==> config.mk <==
export PLATFORM = sky130hd
export DESIGN_NAME = standard_timer_compare_unit
export DESIGN_NICKNAME = d
export VERILOG_FILES = /design/src/timer_pkg.sv /design/src/match_detect.sv /design/src/pin_level_calc.sv /design/src/standard_timer_compare_unit.sv
export SDC_FILE = /design/constraint.sdc
export NUM_CORES = 1
export LEC_CHECK = 0
export ABC_CLOCK_PERIOD_IN_PS = 5550
export BUFFER_PORTS_ARGS = -buffer_cell sky130_fd_sc_hd__buf_2
export CORE_ASPECT_RATIO = 0.6
export CORE_UTILIZATION = 35
export DETAILED_ROUTE_END_ITERATION = 6
export SYNTH_ARGS = -nofsm -noshare
export SYNTH_HDL_FRONTEND = slang
export SYNTH_SLANG_ARGS = --single-unit
==> constraint.sdc <==
create_clock -name clk -period 5.55 [get_ports clk]
set_input_delay 0 -clock clk [delete_from_list [all_inputs] [get_ports clk]]
set_output_delay 0 -clock clk [all_outputs]
set_load 0.01 [all_outputs]
==> src/timer_pkg.sv <==
// Shared constants and types of the standard timer compare unit
package timer_pkg;

    // ------------------------------------------------------------
    // Register map
    // ------------------------------------------------------------
    localparam int unsigned REG_ADDR_W = 3;
    localparam logic [2:0] ADDR_CONTROL_ONE = 3'h0;
    localparam logic [2:0] ADDR_COUNT_LOW = 3'h1;
    localparam logic [2:0] ADDR_COUNT_HIGH = 3'h2;
    localparam logic [2:0] ADDR_CMP_A_LOW = 3'h3;
    localparam logic [2:0] ADDR_CMP_A_HIGH = 3'h4;
    localparam logic [2:0] ADDR_CMP_P_VALUE = 3'h5;
    localparam logic [2:0] ADDR_RUN_STATUS = 3'h6;

    // Run/status register bit positions
    localparam int unsigned STAT_RUN_BIT = 0;
    localparam int unsigned STAT_AFLAG_BIT = 1;
    localparam int unsigned STAT_PFLAG_BIT = 2;

    // ------------------------------------------------------------
    // Field encodings
    // ------------------------------------------------------------
    typedef enum logic [1:0] {
        MODE_COMPARE = 2'b00,
        MODE_CAPTURE = 2'b01,
        MODE_PWM = 2'b10,
        MODE_COUNTER = 2'b11
    } mode_type;

    // Compare match pin functions
    localparam logic [1:0] PIN_NO_CHANGE = 2'h0;
    localparam logic [1:0] PIN_GO_LOW = 2'h1;
    localparam logic [1:0] PIN_GO_HIGH = 2'h2;
    localparam logic [1:0] PIN_TOGGLE = 2'h3;
    // PWM mode pin functions
    localparam logic [1:0] PWM_FORCE_INACTIVE = 2'h0;
    localparam logic [1:0] PWM_FORCE_ACTIVE = 2'h1;
    localparam logic [1:0] PWM_WAVE = 2'h2;
    localparam logic [1:0] PWM_SINGLE_PULSE = 2'h3;

    // Control register one, bit 7 down to bit 0
    typedef struct packed {
        mode_type modeSel;
        logic [1:0] pinFunc;
        logic outputLevelCtl;
        logic outputInvert;
        logic periodDutySwap;
        logic clearSourceSel;
    } control_type;

    // Comparator results
    typedef struct packed {
        logic aMatch;
        logic pMatch;
        logic dutyActive;
    } match_type;

    // Whole state of the top module
    typedef struct packed {
        control_type ctl;
        logic [15:0] count;
        logic [15:0] compareAValue;
        logic [7:0] compareP;
        logic runEnable;
        logic runPrev;
        logic matchAFlag;
        logic matchPFlag;
        logic pinLevel;
        logic timerOutputPin;
        logic timerPinEnable;
        logic [7:0] regRdData;
    } timer_state_type;

    // ------------------------------------------------------------
    // Reset values
    // ------------------------------------------------------------
    localparam timer_state_type STATE_RESET = '0;

endpackage : timer_pkg

==> src/match_detect.sv <==
// Comparator A, comparator P and PWM duty detection
module match_detect
    import timer_pkg::*;
(
    // Counter and compare values
    input wire logic [15:0] count,
    input wire logic [15:0] compareAValue,
    input wire logic [7:0] compareP,
    // Control
    input wire logic periodDutySwap,
    input wire logic running,
    // Results
    output match_type match
);

    // Value the counter takes on its next tick
    function automatic logic [15:0] plusOne(input logic [15:0] v);
        return v + 16'h0001;
    endfunction : plusOne

    // Match fires on the tick that would reach the compare value
    always_comb begin
        match.aMatch = running && (plusOne(count) == compareAValue);
        // P match needs the next count to equal P times 256, low byte zero; zero matches on overflow
        match.pMatch = running && (plusOne(count) == {compareP, 8'h00});
        if (periodDutySwap) begin
            match.dutyActive = (compareP == 8'h00) || (count < {compareP, 8'h00});
        end else begin
            match.dutyActive = count < compareAValue;
        end
    end

endmodule : match_detect

==> src/pin_level_calc.sv <==
// Next level and drive enable of the timer output pin
module pin_level_calc
    import timer_pkg::*;
(
    // Configuration and events
    input control_type ctl,
    input match_type match,
    input wire logic runRise,
    input wire logic running,
    input wire logic pinLevel,
    // Results
    output logic nextLevel,
    output logic pinEnable
);

    always_comb begin
        nextLevel = pinLevel;
        pinEnable = 1'b0;
        case (ctl.modeSel)
            MODE_COMPARE: begin
                pinEnable = 1'b1;
                if (runRise) begin
                    nextLevel = ctl.outputLevelCtl;
                end else if (match.aMatch) begin
                    case (ctl.pinFunc)
                        PIN_GO_LOW: nextLevel = 1'b0;
                        PIN_GO_HIGH: nextLevel = 1'b1;
                        PIN_TOGGLE: nextLevel = ~pinLevel;
                        default: nextLevel = pinLevel;
                    endcase
                end
            end
            MODE_PWM: begin
                pinEnable = 1'b1;
                // Control bit picks the active level
                case (ctl.pinFunc)
                    PWM_FORCE_ACTIVE: nextLevel = ctl.outputLevelCtl;
                    PWM_WAVE: nextLevel = match.dutyActive ~^ ctl.outputLevelCtl;
                    PWM_SINGLE_PULSE: nextLevel = running ~^ ctl.outputLevelCtl;
                    default: nextLevel = ~ctl.outputLevelCtl;
                endcase
            end
            default: begin
                nextLevel = pinLevel;
                pinEnable = 1'b0;
            end
        endcase
    end

endmodule : pin_level_calc

==> src/standard_timer_compare_unit.sv <==
// Standard timer compare unit: 16-bit counter, comparators A and P, register port
//
// Overview of operation
// - Compare mode: control bit gives pin level before first A match; ignored in counter mode.
// - PWM or single pulse: control bit picks active level, 0 low, 1 high.
// - Polarity bit set inverts pin; no effect in counter mode (this design still inverts timerOutputPin there, with drive off).
// - Swap bit 0: P period, A duty; 1: P duty, A period.
// - Clear select 1 clears on A match; 0 clears on P match or overflow.
// - Overflow clearing only with P value zero, wrapping at maximum.
// - Clear select ignored in PWM, single pulse and capture modes.
// - Counter readable as low byte bits 7..0 and high byte 15..8.
// - Comparator A held in writable, readable low and high byte registers.
// - P compares counter top byte; period value times 256, zero gives 65536.
// - Mode field 00 selects compare match output mode.
// - Compare mode, clear select 0: both A and P flags raised.
// - Clear select 1: only A flag raised, never P flag.
// - Compare mode: pin changes only on A match, never on P match.
// - Pin function on A match: high, low, toggle, or zero for no change.
// - Compare mode: run enable rising edge sets pin to control bit initial level.
// - Counter mode clears and flags like compare mode, pin not driven.
//
// Strobed register access and the placing of the registers are this design's own decisions.
module standard_timer_compare_unit
    import timer_pkg::*;
(
    // Clock and reset
    input wire logic clk,
    input wire logic srst,
    // Register port
    input wire logic [REG_ADDR_W-1:0] regAddr,
    input wire logic [7:0] regWrData,
    input wire logic regWr,
    input wire logic regRd,
    output logic [7:0] regRdData,
    // Timer output pin
    output logic timerOutputPin,
    output logic timerPinEnable
);

    // ------------------------------------------------------------
    // State and comparators
    // ------------------------------------------------------------
    timer_state_type st;
    timer_state_type next_st;
    match_type match;
    logic runRise;
    logic singlePulse;
    logic counterClear;
    logic pFlagAllowed;
    logic pinNext;
    logic pinDrive;
    logic countHighWrite;
    logic controlWrite;

    // Rising edge of the run enable bit
    assign runRise = st.runEnable & ~st.runPrev;
    assign singlePulse = (st.ctl.modeSel == MODE_PWM) && (st.ctl.pinFunc == PWM_SINGLE_PULSE);
    assign countHighWrite = regWr && (regAddr == ADDR_COUNT_HIGH);
    assign controlWrite = regWr && (regAddr == ADDR_CONTROL_ONE);

    // Comparator A, comparator P and duty test
    match_detect u_match (
        .count(st.count),
        .compareAValue(st.compareAValue),
        .compareP(st.compareP),
        .periodDutySwap(st.ctl.periodDutySwap),
        .running(st.runEnable),
        .match(match)
    );

    // Pin level for the next cycle
    pin_level_calc u_pin (
        .ctl(st.ctl),
        .match(match),
        .runRise(runRise),
        .running(st.runEnable),
        .pinLevel(st.pinLevel),
        .nextLevel(pinNext),
        .pinEnable(pinDrive)
    );

    // ------------------------------------------------------------
    // Clear source and flag gating by mode
    // ------------------------------------------------------------
    always_comb begin
        counterClear = 1'b0;
        pFlagAllowed = 1'b1;
        case (st.ctl.modeSel)
            MODE_COMPARE, MODE_COUNTER: begin
                // Clear select chooses A match or P match / overflow
                counterClear = st.ctl.clearSourceSel ? match.aMatch : match.pMatch;
                pFlagAllowed = ~st.ctl.clearSourceSel;
            end
            MODE_PWM: begin
                if (singlePulse) begin
                    // Counter restarts only on a run rising edge
                    counterClear = runRise;
                    pFlagAllowed = 1'b0;
                end else begin
                    // Period comes from P or A as the swap bit says
                    counterClear = st.ctl.periodDutySwap ? match.aMatch : match.pMatch;
                end
            end
            MODE_CAPTURE: begin
                counterClear = match.pMatch;
            end
            default: begin
                counterClear = 1'b0;
                pFlagAllowed = 1'b0;
            end
        endcase
    end

    // ------------------------------------------------------------
    // Next state
    // ------------------------------------------------------------
    always_comb begin
        next_st = st;
        next_st.regRdData = 8'h00;
        next_st.runPrev = st.runEnable;

        // Counter advances only while running
        if (st.runEnable) begin
            next_st.count = counterClear ? 16'h0000 : st.count + 16'h0001;
        end

        // Register writes
        if (regWr) begin
            case (regAddr)
                ADDR_CONTROL_ONE: next_st.ctl = control_type'(regWrData);
                ADDR_COUNT_HIGH: next_st.count[15:8] = regWrData;
                ADDR_CMP_A_LOW: next_st.compareAValue[7:0] = regWrData;
                ADDR_CMP_A_HIGH: next_st.compareAValue[15:8] = regWrData;
                ADDR_CMP_P_VALUE: next_st.compareP = regWrData;
                ADDR_RUN_STATUS: begin
                    next_st.runEnable = regWrData[STAT_RUN_BIT];
                    // Writing one clears a flag
                    if (regWrData[STAT_AFLAG_BIT]) begin
                        next_st.matchAFlag = 1'b0;
                    end
                    if (regWrData[STAT_PFLAG_BIT]) begin
                        next_st.matchPFlag = 1'b0;
                    end
                end
                default: next_st.runEnable = st.runEnable;
            endcase
        end

        // Flag sets win over a clear in the same cycle
        if (match.aMatch && (st.ctl.modeSel != MODE_CAPTURE)) begin
            next_st.matchAFlag = 1'b1;
        end
        if (match.pMatch && pFlagAllowed) begin
            next_st.matchPFlag = 1'b1;
        end

        // Single pulse ends on comparator A match
        if (singlePulse && match.aMatch) begin
            next_st.runEnable = 1'b0;
        end

        // Pin level, polarity and drive enable
        next_st.pinLevel = pinNext;
        next_st.timerOutputPin = pinNext ^ st.ctl.outputInvert;
        next_st.timerPinEnable = pinDrive;

        // Read data, one cycle after the strobe
        if (regRd) begin
            case (regAddr)
                ADDR_CONTROL_ONE: next_st.regRdData = st.ctl;
                ADDR_COUNT_LOW: next_st.regRdData = st.count[7:0];
                ADDR_COUNT_HIGH: next_st.regRdData = st.count[15:8];
                ADDR_CMP_A_LOW: next_st.regRdData = st.compareAValue[7:0];
                ADDR_CMP_A_HIGH: next_st.regRdData = st.compareAValue[15:8];
                ADDR_CMP_P_VALUE: next_st.regRdData = st.compareP;
                ADDR_RUN_STATUS: begin
                    next_st.regRdData[STAT_RUN_BIT] = st.runEnable;
                    next_st.regRdData[STAT_AFLAG_BIT] = st.matchAFlag;
                    next_st.regRdData[STAT_PFLAG_BIT] = st.matchPFlag;
                end
                default: next_st.regRdData = 8'h00;
            endcase
        end
    end

    // State register
    always_ff @(posedge clk) begin
        if (srst) begin
            st <= STATE_RESET;
        end else begin
            st <= next_st;
        end
    end

    // Outputs straight from flip-flops
    assign regRdData = st.regRdData;
    assign timerOutputPin = st.timerOutputPin;
    assign timerPinEnable = st.timerPinEnable;

    // ------------------------------------------------------------
    // Checks
    // ------------------------------------------------------------

    // Run rising edge loads the initial level, polarity applied
    initial_level_a: assert property (
        @(posedge clk) disable iff (srst)
        (runRise && st.ctl.modeSel == MODE_COMPARE)
        |=> timerOutputPin == ($past(st.ctl.outputLevelCtl) ^ $past(st.ctl.outputInvert))
    ) else $error("pin not at initial level after run rise");

    // Counter holds while stopped
    counter_hold_a: assert property (
        @(posedge clk) disable iff (srst)
        (!st.runEnable && !countHighWrite) |=> $stable(st.count)
    ) else $error("counter moved while stopped");

    // Counter steps by one while running
    counter_step_a: assert property (
        @(posedge clk) disable iff (srst)
        (st.runEnable && !counterClear && !countHighWrite)
        |=> st.count == $past(st.count) + 16'h0001
    ) else $error("counter did not step by one");

    // Clear select one clears on A match
    clear_on_a_a: assert property (
        @(posedge clk) disable iff (srst)
        (st.ctl.modeSel == MODE_COMPARE && st.ctl.clearSourceSel && match.aMatch
            && !countHighWrite)
        |=> st.count == 16'h0000
    ) else $error("counter not cleared on comparator A match");

    // P match lands on value times 256, zero on wrap
    p_period_a: assert property (
        @(posedge clk) disable iff (srst)
        match.pMatch |-> (st.count[7:0] == 8'hFF) && (st.count[15:8] == st.compareP - 8'h01)
    ) else $error("comparator P matched at wrong count");

    // Clear select zero clears on P match or overflow
    clear_on_p_a: assert property (
        @(posedge clk) disable iff (srst)
        (st.ctl.modeSel == MODE_COUNTER && !st.ctl.clearSourceSel && match.pMatch
            && !countHighWrite)
        |=> st.count == 16'h0000
    ) else $error("counter not cleared on comparator P match");

    // No P flag with clear select one
    no_p_flag_a: assert property (
        @(posedge clk) disable iff (srst)
        (st.ctl.modeSel == MODE_COMPARE && st.ctl.clearSourceSel && !st.matchPFlag)
        |=> !st.matchPFlag
    ) else $error("P flag raised with clear select set");

    // A match raises the A flag
    a_flag_set_a: assert property (
        @(posedge clk) disable iff (srst)
        (match.aMatch && st.ctl.modeSel == MODE_COMPARE) |=> st.matchAFlag
    ) else $error("A flag not raised on match");

    // P match raises the P flag with clear select zero
    p_flag_set_a: assert property (
        @(posedge clk) disable iff (srst)
        (match.pMatch && st.ctl.modeSel == MODE_COMPARE && !st.ctl.clearSourceSel)
        |=> st.matchPFlag
    ) else $error("P flag not raised on match");

    // Counter mode flags A matches like compare mode
    counter_flag_a: assert property (
        @(posedge clk) disable iff (srst)
        (match.aMatch && st.ctl.modeSel == MODE_COUNTER) |=> st.matchAFlag
    ) else $error("A flag not raised in counter mode");

    // P flag stays set until a write clears it
    p_flag_sticky_a: assert property (
        @(posedge clk) disable iff (srst)
        (st.matchPFlag && !(regWr && regAddr == ADDR_RUN_STATUS && regWrData[STAT_PFLAG_BIT]))
        |=> st.matchPFlag
    ) else $error("P flag dropped without a clear");

    // A flag stays set until a write clears it
    flag_sticky_a: assert property (
        @(posedge clk) disable iff (srst)
        (st.matchAFlag && !(regWr && regAddr == ADDR_RUN_STATUS && regWrData[STAT_AFLAG_BIT]))
        |=> st.matchAFlag
    ) else $error("A flag dropped without a clear");

    // Pin holds in compare mode without an A match
    pin_quiet_a: assert property (
        @(posedge clk) disable iff (srst)
        (!controlWrite) ##1 (st.ctl.modeSel == MODE_COMPARE && !match.aMatch && !runRise)
        |=> $stable(timerOutputPin)
    ) else $error("pin changed without comparator A match");

    // Toggle function flips the pin on A match
    pin_toggle_a: assert property (
        @(posedge clk) disable iff (srst)
        (st.ctl.modeSel == MODE_COMPARE && st.ctl.pinFunc == PIN_TOGGLE && match.aMatch
            && !runRise)
        |=> st.pinLevel != $past(st.pinLevel)
    ) else $error("pin did not toggle on match");

    // Go-high function drives the pin high on A match
    pin_high_a: assert property (
        @(posedge clk) disable iff (srst)
        (st.ctl.modeSel == MODE_COMPARE && st.ctl.pinFunc == PIN_GO_HIGH && match.aMatch
            && !runRise)
        |=> st.pinLevel
    ) else $error("pin not high after match");

    // Go-low function drives the pin low on A match
    pin_low_a: assert property (
        @(posedge clk) disable iff (srst)
        (st.ctl.modeSel == MODE_COMPARE && st.ctl.pinFunc == PIN_GO_LOW && match.aMatch
            && !runRise)
        |=> !st.pinLevel
    ) else $error("pin not low after match");

    // Zero function leaves the pin alone on A match
    pin_none_a: assert property (
        @(posedge clk) disable iff (srst)
        (st.ctl.modeSel == MODE_COMPARE && st.ctl.pinFunc == PIN_NO_CHANGE && match.aMatch
            && !runRise)
        |=> $stable(st.pinLevel)
    ) else $error("pin changed with no-change function");

    // Pin shows the level through the polarity bit
    pin_invert_a: assert property (
        @(posedge clk) disable iff (srst)
        (!controlWrite) |=> timerOutputPin == (st.pinLevel ^ st.ctl.outputInvert)
    ) else $error("pin polarity wrong");

    // Count high byte write replaces bits 15 to 8
    count_write_a: assert property (
        @(posedge clk) disable iff (srst)
        (regWr && regAddr == ADDR_COUNT_HIGH) |=> st.count[15:8] == $past(regWrData)
    ) else $error("count high byte write lost");

    // Counter mode never drives the pin
    pin_released_a: assert property (
        @(posedge clk) disable iff (srst)
        (st.ctl.modeSel == MODE_COUNTER) |=> !timerPinEnable
    ) else $error("pin driven in counter mode");

    // Counter low byte reads back one cycle later
    count_read_a: assert property (
        @(posedge clk) disable iff (srst)
        (regRd && regAddr == ADDR_COUNT_LOW) |=> regRdData == $past(st.count[7:0])
    ) else $error("counter low byte read wrong");

    // Comparator A high byte reads back what was written
    cmp_a_read_a: assert property (
        @(posedge clk) disable iff (srst)
        (regWr && regAddr == ADDR_CMP_A_HIGH) ##1 (!regWr)
        ##1 (regRd && regAddr == ADDR_CMP_A_HIGH)
        |=> regRdData == $past(regWrData, 3)
    ) else $error("comparator A high byte read wrong");

endmodule : standard_timer_compare_unit

==> results.toml <==
[outcome]
outcome = "finished, violations left"
violations = "negative hold slack"

[power]
p_leak_nw = 1.88
peakVddDrop_uv = 171
powerDensity_nw_per_um2 = 238

[yosys]
synthAdderAreaFrac = 0.0758
yosys.area_share.simple = 0.274
synthXorXnorAreaFrac = 0.0669
synth_ff_type = "dfxtp_1"
ys_ff_latch = 63
ys_seq_area_frac = 0.264
ys_types = 73
netlist_area_sq_um = 4780
synth_compound_area_frac = 0.194
synth-edff-count = 0
synthTopCellsByArea = "dfxtp_1 26%, nand2_1 8.6%, ha_1 7.6%, a21oi_1 5.9%, nor2_1 3.3%"
synth_top_family_by_area = "simple AND/OR/NAND/NOR gates"
synth_top_area_frac = 0.264
synth_cells = 614
yosys.area.top_type = "dfxtp_1"
syn_nets = 658
muxShareOfSynthArea = 0.0479
ys.warnings.count = 0
async_flop_share = 0
synth_area_per_cell_sq_um = 7.79

[route]
drc = 0
drtPass1Iterations = 5
vias = 4710
avgRoutedWirePerCell_um = 22.1
antenna_left = 0
routed_wl_um = 17300
via_per_inst = 6.00
drtIter0Drc = 485

[die]
core_sq_um = 13100
die_y_um = 92.6
die-area_sq_um = 14200
die_w_um = 153
rows = 32
initial_core_util = 0.365
num_io_pins = 25

[global_route]
grt.overflow.total = 0
met2_usage = 0.347
grt_pass1_wl_um = 26400
antenna_found_initial = 0
met3_usage = 0.0543
grt_max_degree = 58
grtUsageMet1 = 0.394
busiest_layer = "met1"
track_usage = 0.253
grt_pass1_vias = 4391

[clocking]
cts_tree = "done"
cts_sinks = 63
clk_latency_ps = 330
cts_made_buffers = 9
cts-root-buf = "clkbuf_16"
cts-htree-levels = 3
post-cts-setup-buffers = 0
cts_max_path_buffers = 2
cts_resized = 0
clkTransAtPathRegs_ps = 60

[sta]
setup_tns_ps = 0
fin_crit_ps = 3880
slew_viol_final = 0
slew_headroom = 0.423
period_share = 0.699
rsz0062_at_grt = "false"
skew_ps = 11.0
holdWs_ps = -4.92
fmax_mhz = 258
setup_violations = 0
worst_slew_pin_slew_ps = 859
finalHoldViolCount = 2

[critical_path]
ff2ff_path_depth = 10
timing.rr.start = "st[40]$_SDFFE_PP0P_"
cp.arrival_ps = 4060
rrSetupSlack_ps = 1670
end_kind = "register"
cp_data_required_time_ps = 5740
path_max_fanout = 11
start_kind = "register"
worstReg2RegEnd = "st[54]$_SDFF_PP0_"
worst-setup-path-type = "register to register"

[cells_and_area]
final_cell_mix = "109 x nand2_1, 63 x dfxtp_1, 56 x a21oi_1"
syn2layout_area_growth_pct = 9.96
antenna_cells = 0
final_layout_size_suffix_gt1_frac = 0.124
nets = 655
final_common_cell = "nand2_1"

[hold_path]
hold_path_depth = 3
hold_path_class = "input pin to register"
whs_endpoint = "st[19]$_SDFFE_PP0P_"
hold_path_startpoint = "regWrData[4]"

[job]
cap_violations = 0

[placement]
io_buffers = 24
dpl.hpwl_um = 13100
gp_congestion = 0.957
worst max-delay path by stage:
| stage | slack [ps] | cells after the start | end | from |
|---|---|---|---|---|
| 2_1_floorplan | 2300 | 10 | timerOutputPin$_SDFF_PP0_ | st[40]$_SDFFE_PP0P_ |
| 3_3_place_gp | 2020 | 10 | st[49]$_SDFF_PP0_ | st[40]$_SDFFE_PP0P_ |
| 3_5_place_dp | 1800 | 10 | st[49]$_SDFF_PP0_ | st[39]$_SDFFE_PP0P_ |
| 4_1_cts | 1780 | 10 | st[49]$_SDFF_PP0_ | st[40]$_SDFFE_PP0P_ |
| 5_1_grt | 1490 | 10 | st[54]$_SDFF_PP0_ | st[39]$_SDFFE_PP0P_ |
| 6_report | 1670 | 10 | st[54]$_SDFF_PP0_ | st[40]$_SDFFE_PP0P_ |
layer usage:
metal | wire (um) | part of all wire
met5 | 0 | 0
met4 | 198 | 0.011
met3 | 2170 | 0.13
met2 | 6570 | 0.38
met1 | 8380 | 0.48
report_power, final:
| part | internal [mW] | switching (mW) | leakage [nW] | total [mW] |
|---|---|---|---|---|
| registers | 0.465 | 0.0398 | 0.510 | 0.505 |
| clock network | 0.360 | 0.212 | 0.146 | 0.571 |
| logic | 0.0742 | 0.103 | 1.22 | 0.177 |
| total | 0.899 | 0.354 | 1.88 | 1.25 |
state kept, by name, summed over array words and instances, names as in the netlist:
name	flops
regRdData	8
next_st	1
timerPinEnable	1
st	52
timerOutputPin	1
synthesized netlist by cell type (all sizes together), types with 11 or more instances:
library cell    n
nand2         109
dfxtp          63
a21oi          56
nor2           42
inv            35
ha             29
buf            28
nand3          23
o21ai          22
clkbuf         19
xnor2          19
nand4          11
nor2b          11
nor3           11
what timing repair did:
| item | 4_1_cts | 5_1_grt |
|---|---|---|
| setup endpoints to repair | 0 | 0 |
| hold buffers | 6 | 0 |
| hold endpoints to repair | 18 | 0 |
through the flow:
stage	area, sq um	util	setup slack, ps	std cells	total power, mW
global placement	4900	0.374	2020	764	0.677
finish	5260	0.402	1670	785	1.25
CTS	5260	0.402	1780	785	1.25
global route	5260	0.402	1490	785	1.29
detailed placement	4900	0.374	1800	764	0.682
floorplan	4780	-	2300	614	0.623
critical path, stage by stage (launching register included):
cell,delay [ps]
dfxtp_1,590
ha_1,400
nand3_1,270
or4_1,680
nand3b_1,140
nand4b_1,170
nor4_4,460
a41oi_4,260
and2_1,390
a221oi_2,280
nor3_1,80
cell type report:
type / instances / area [sq um]
flip-flops and latches: 63 / 1260
repair buffers: 33 / 203
clock buffers: 11 / 243
well taps: 170 / 213
clock inverters: 4 / 56.3
fillers: 1359 / 7830
multi-input cells: 469 / 3150
inverters: 35 / 131
cells by family after synthesis:
logic type | count (synthesis)
AOI/OAI and AO/OA | 136
DFF | 63
and+or+nand+nor | 256
buffers and inverters | 82
muxes | 17
xor gates and xnor gates | 31
adders and majority gates | 29
Power figures use the tool's default switching activity.
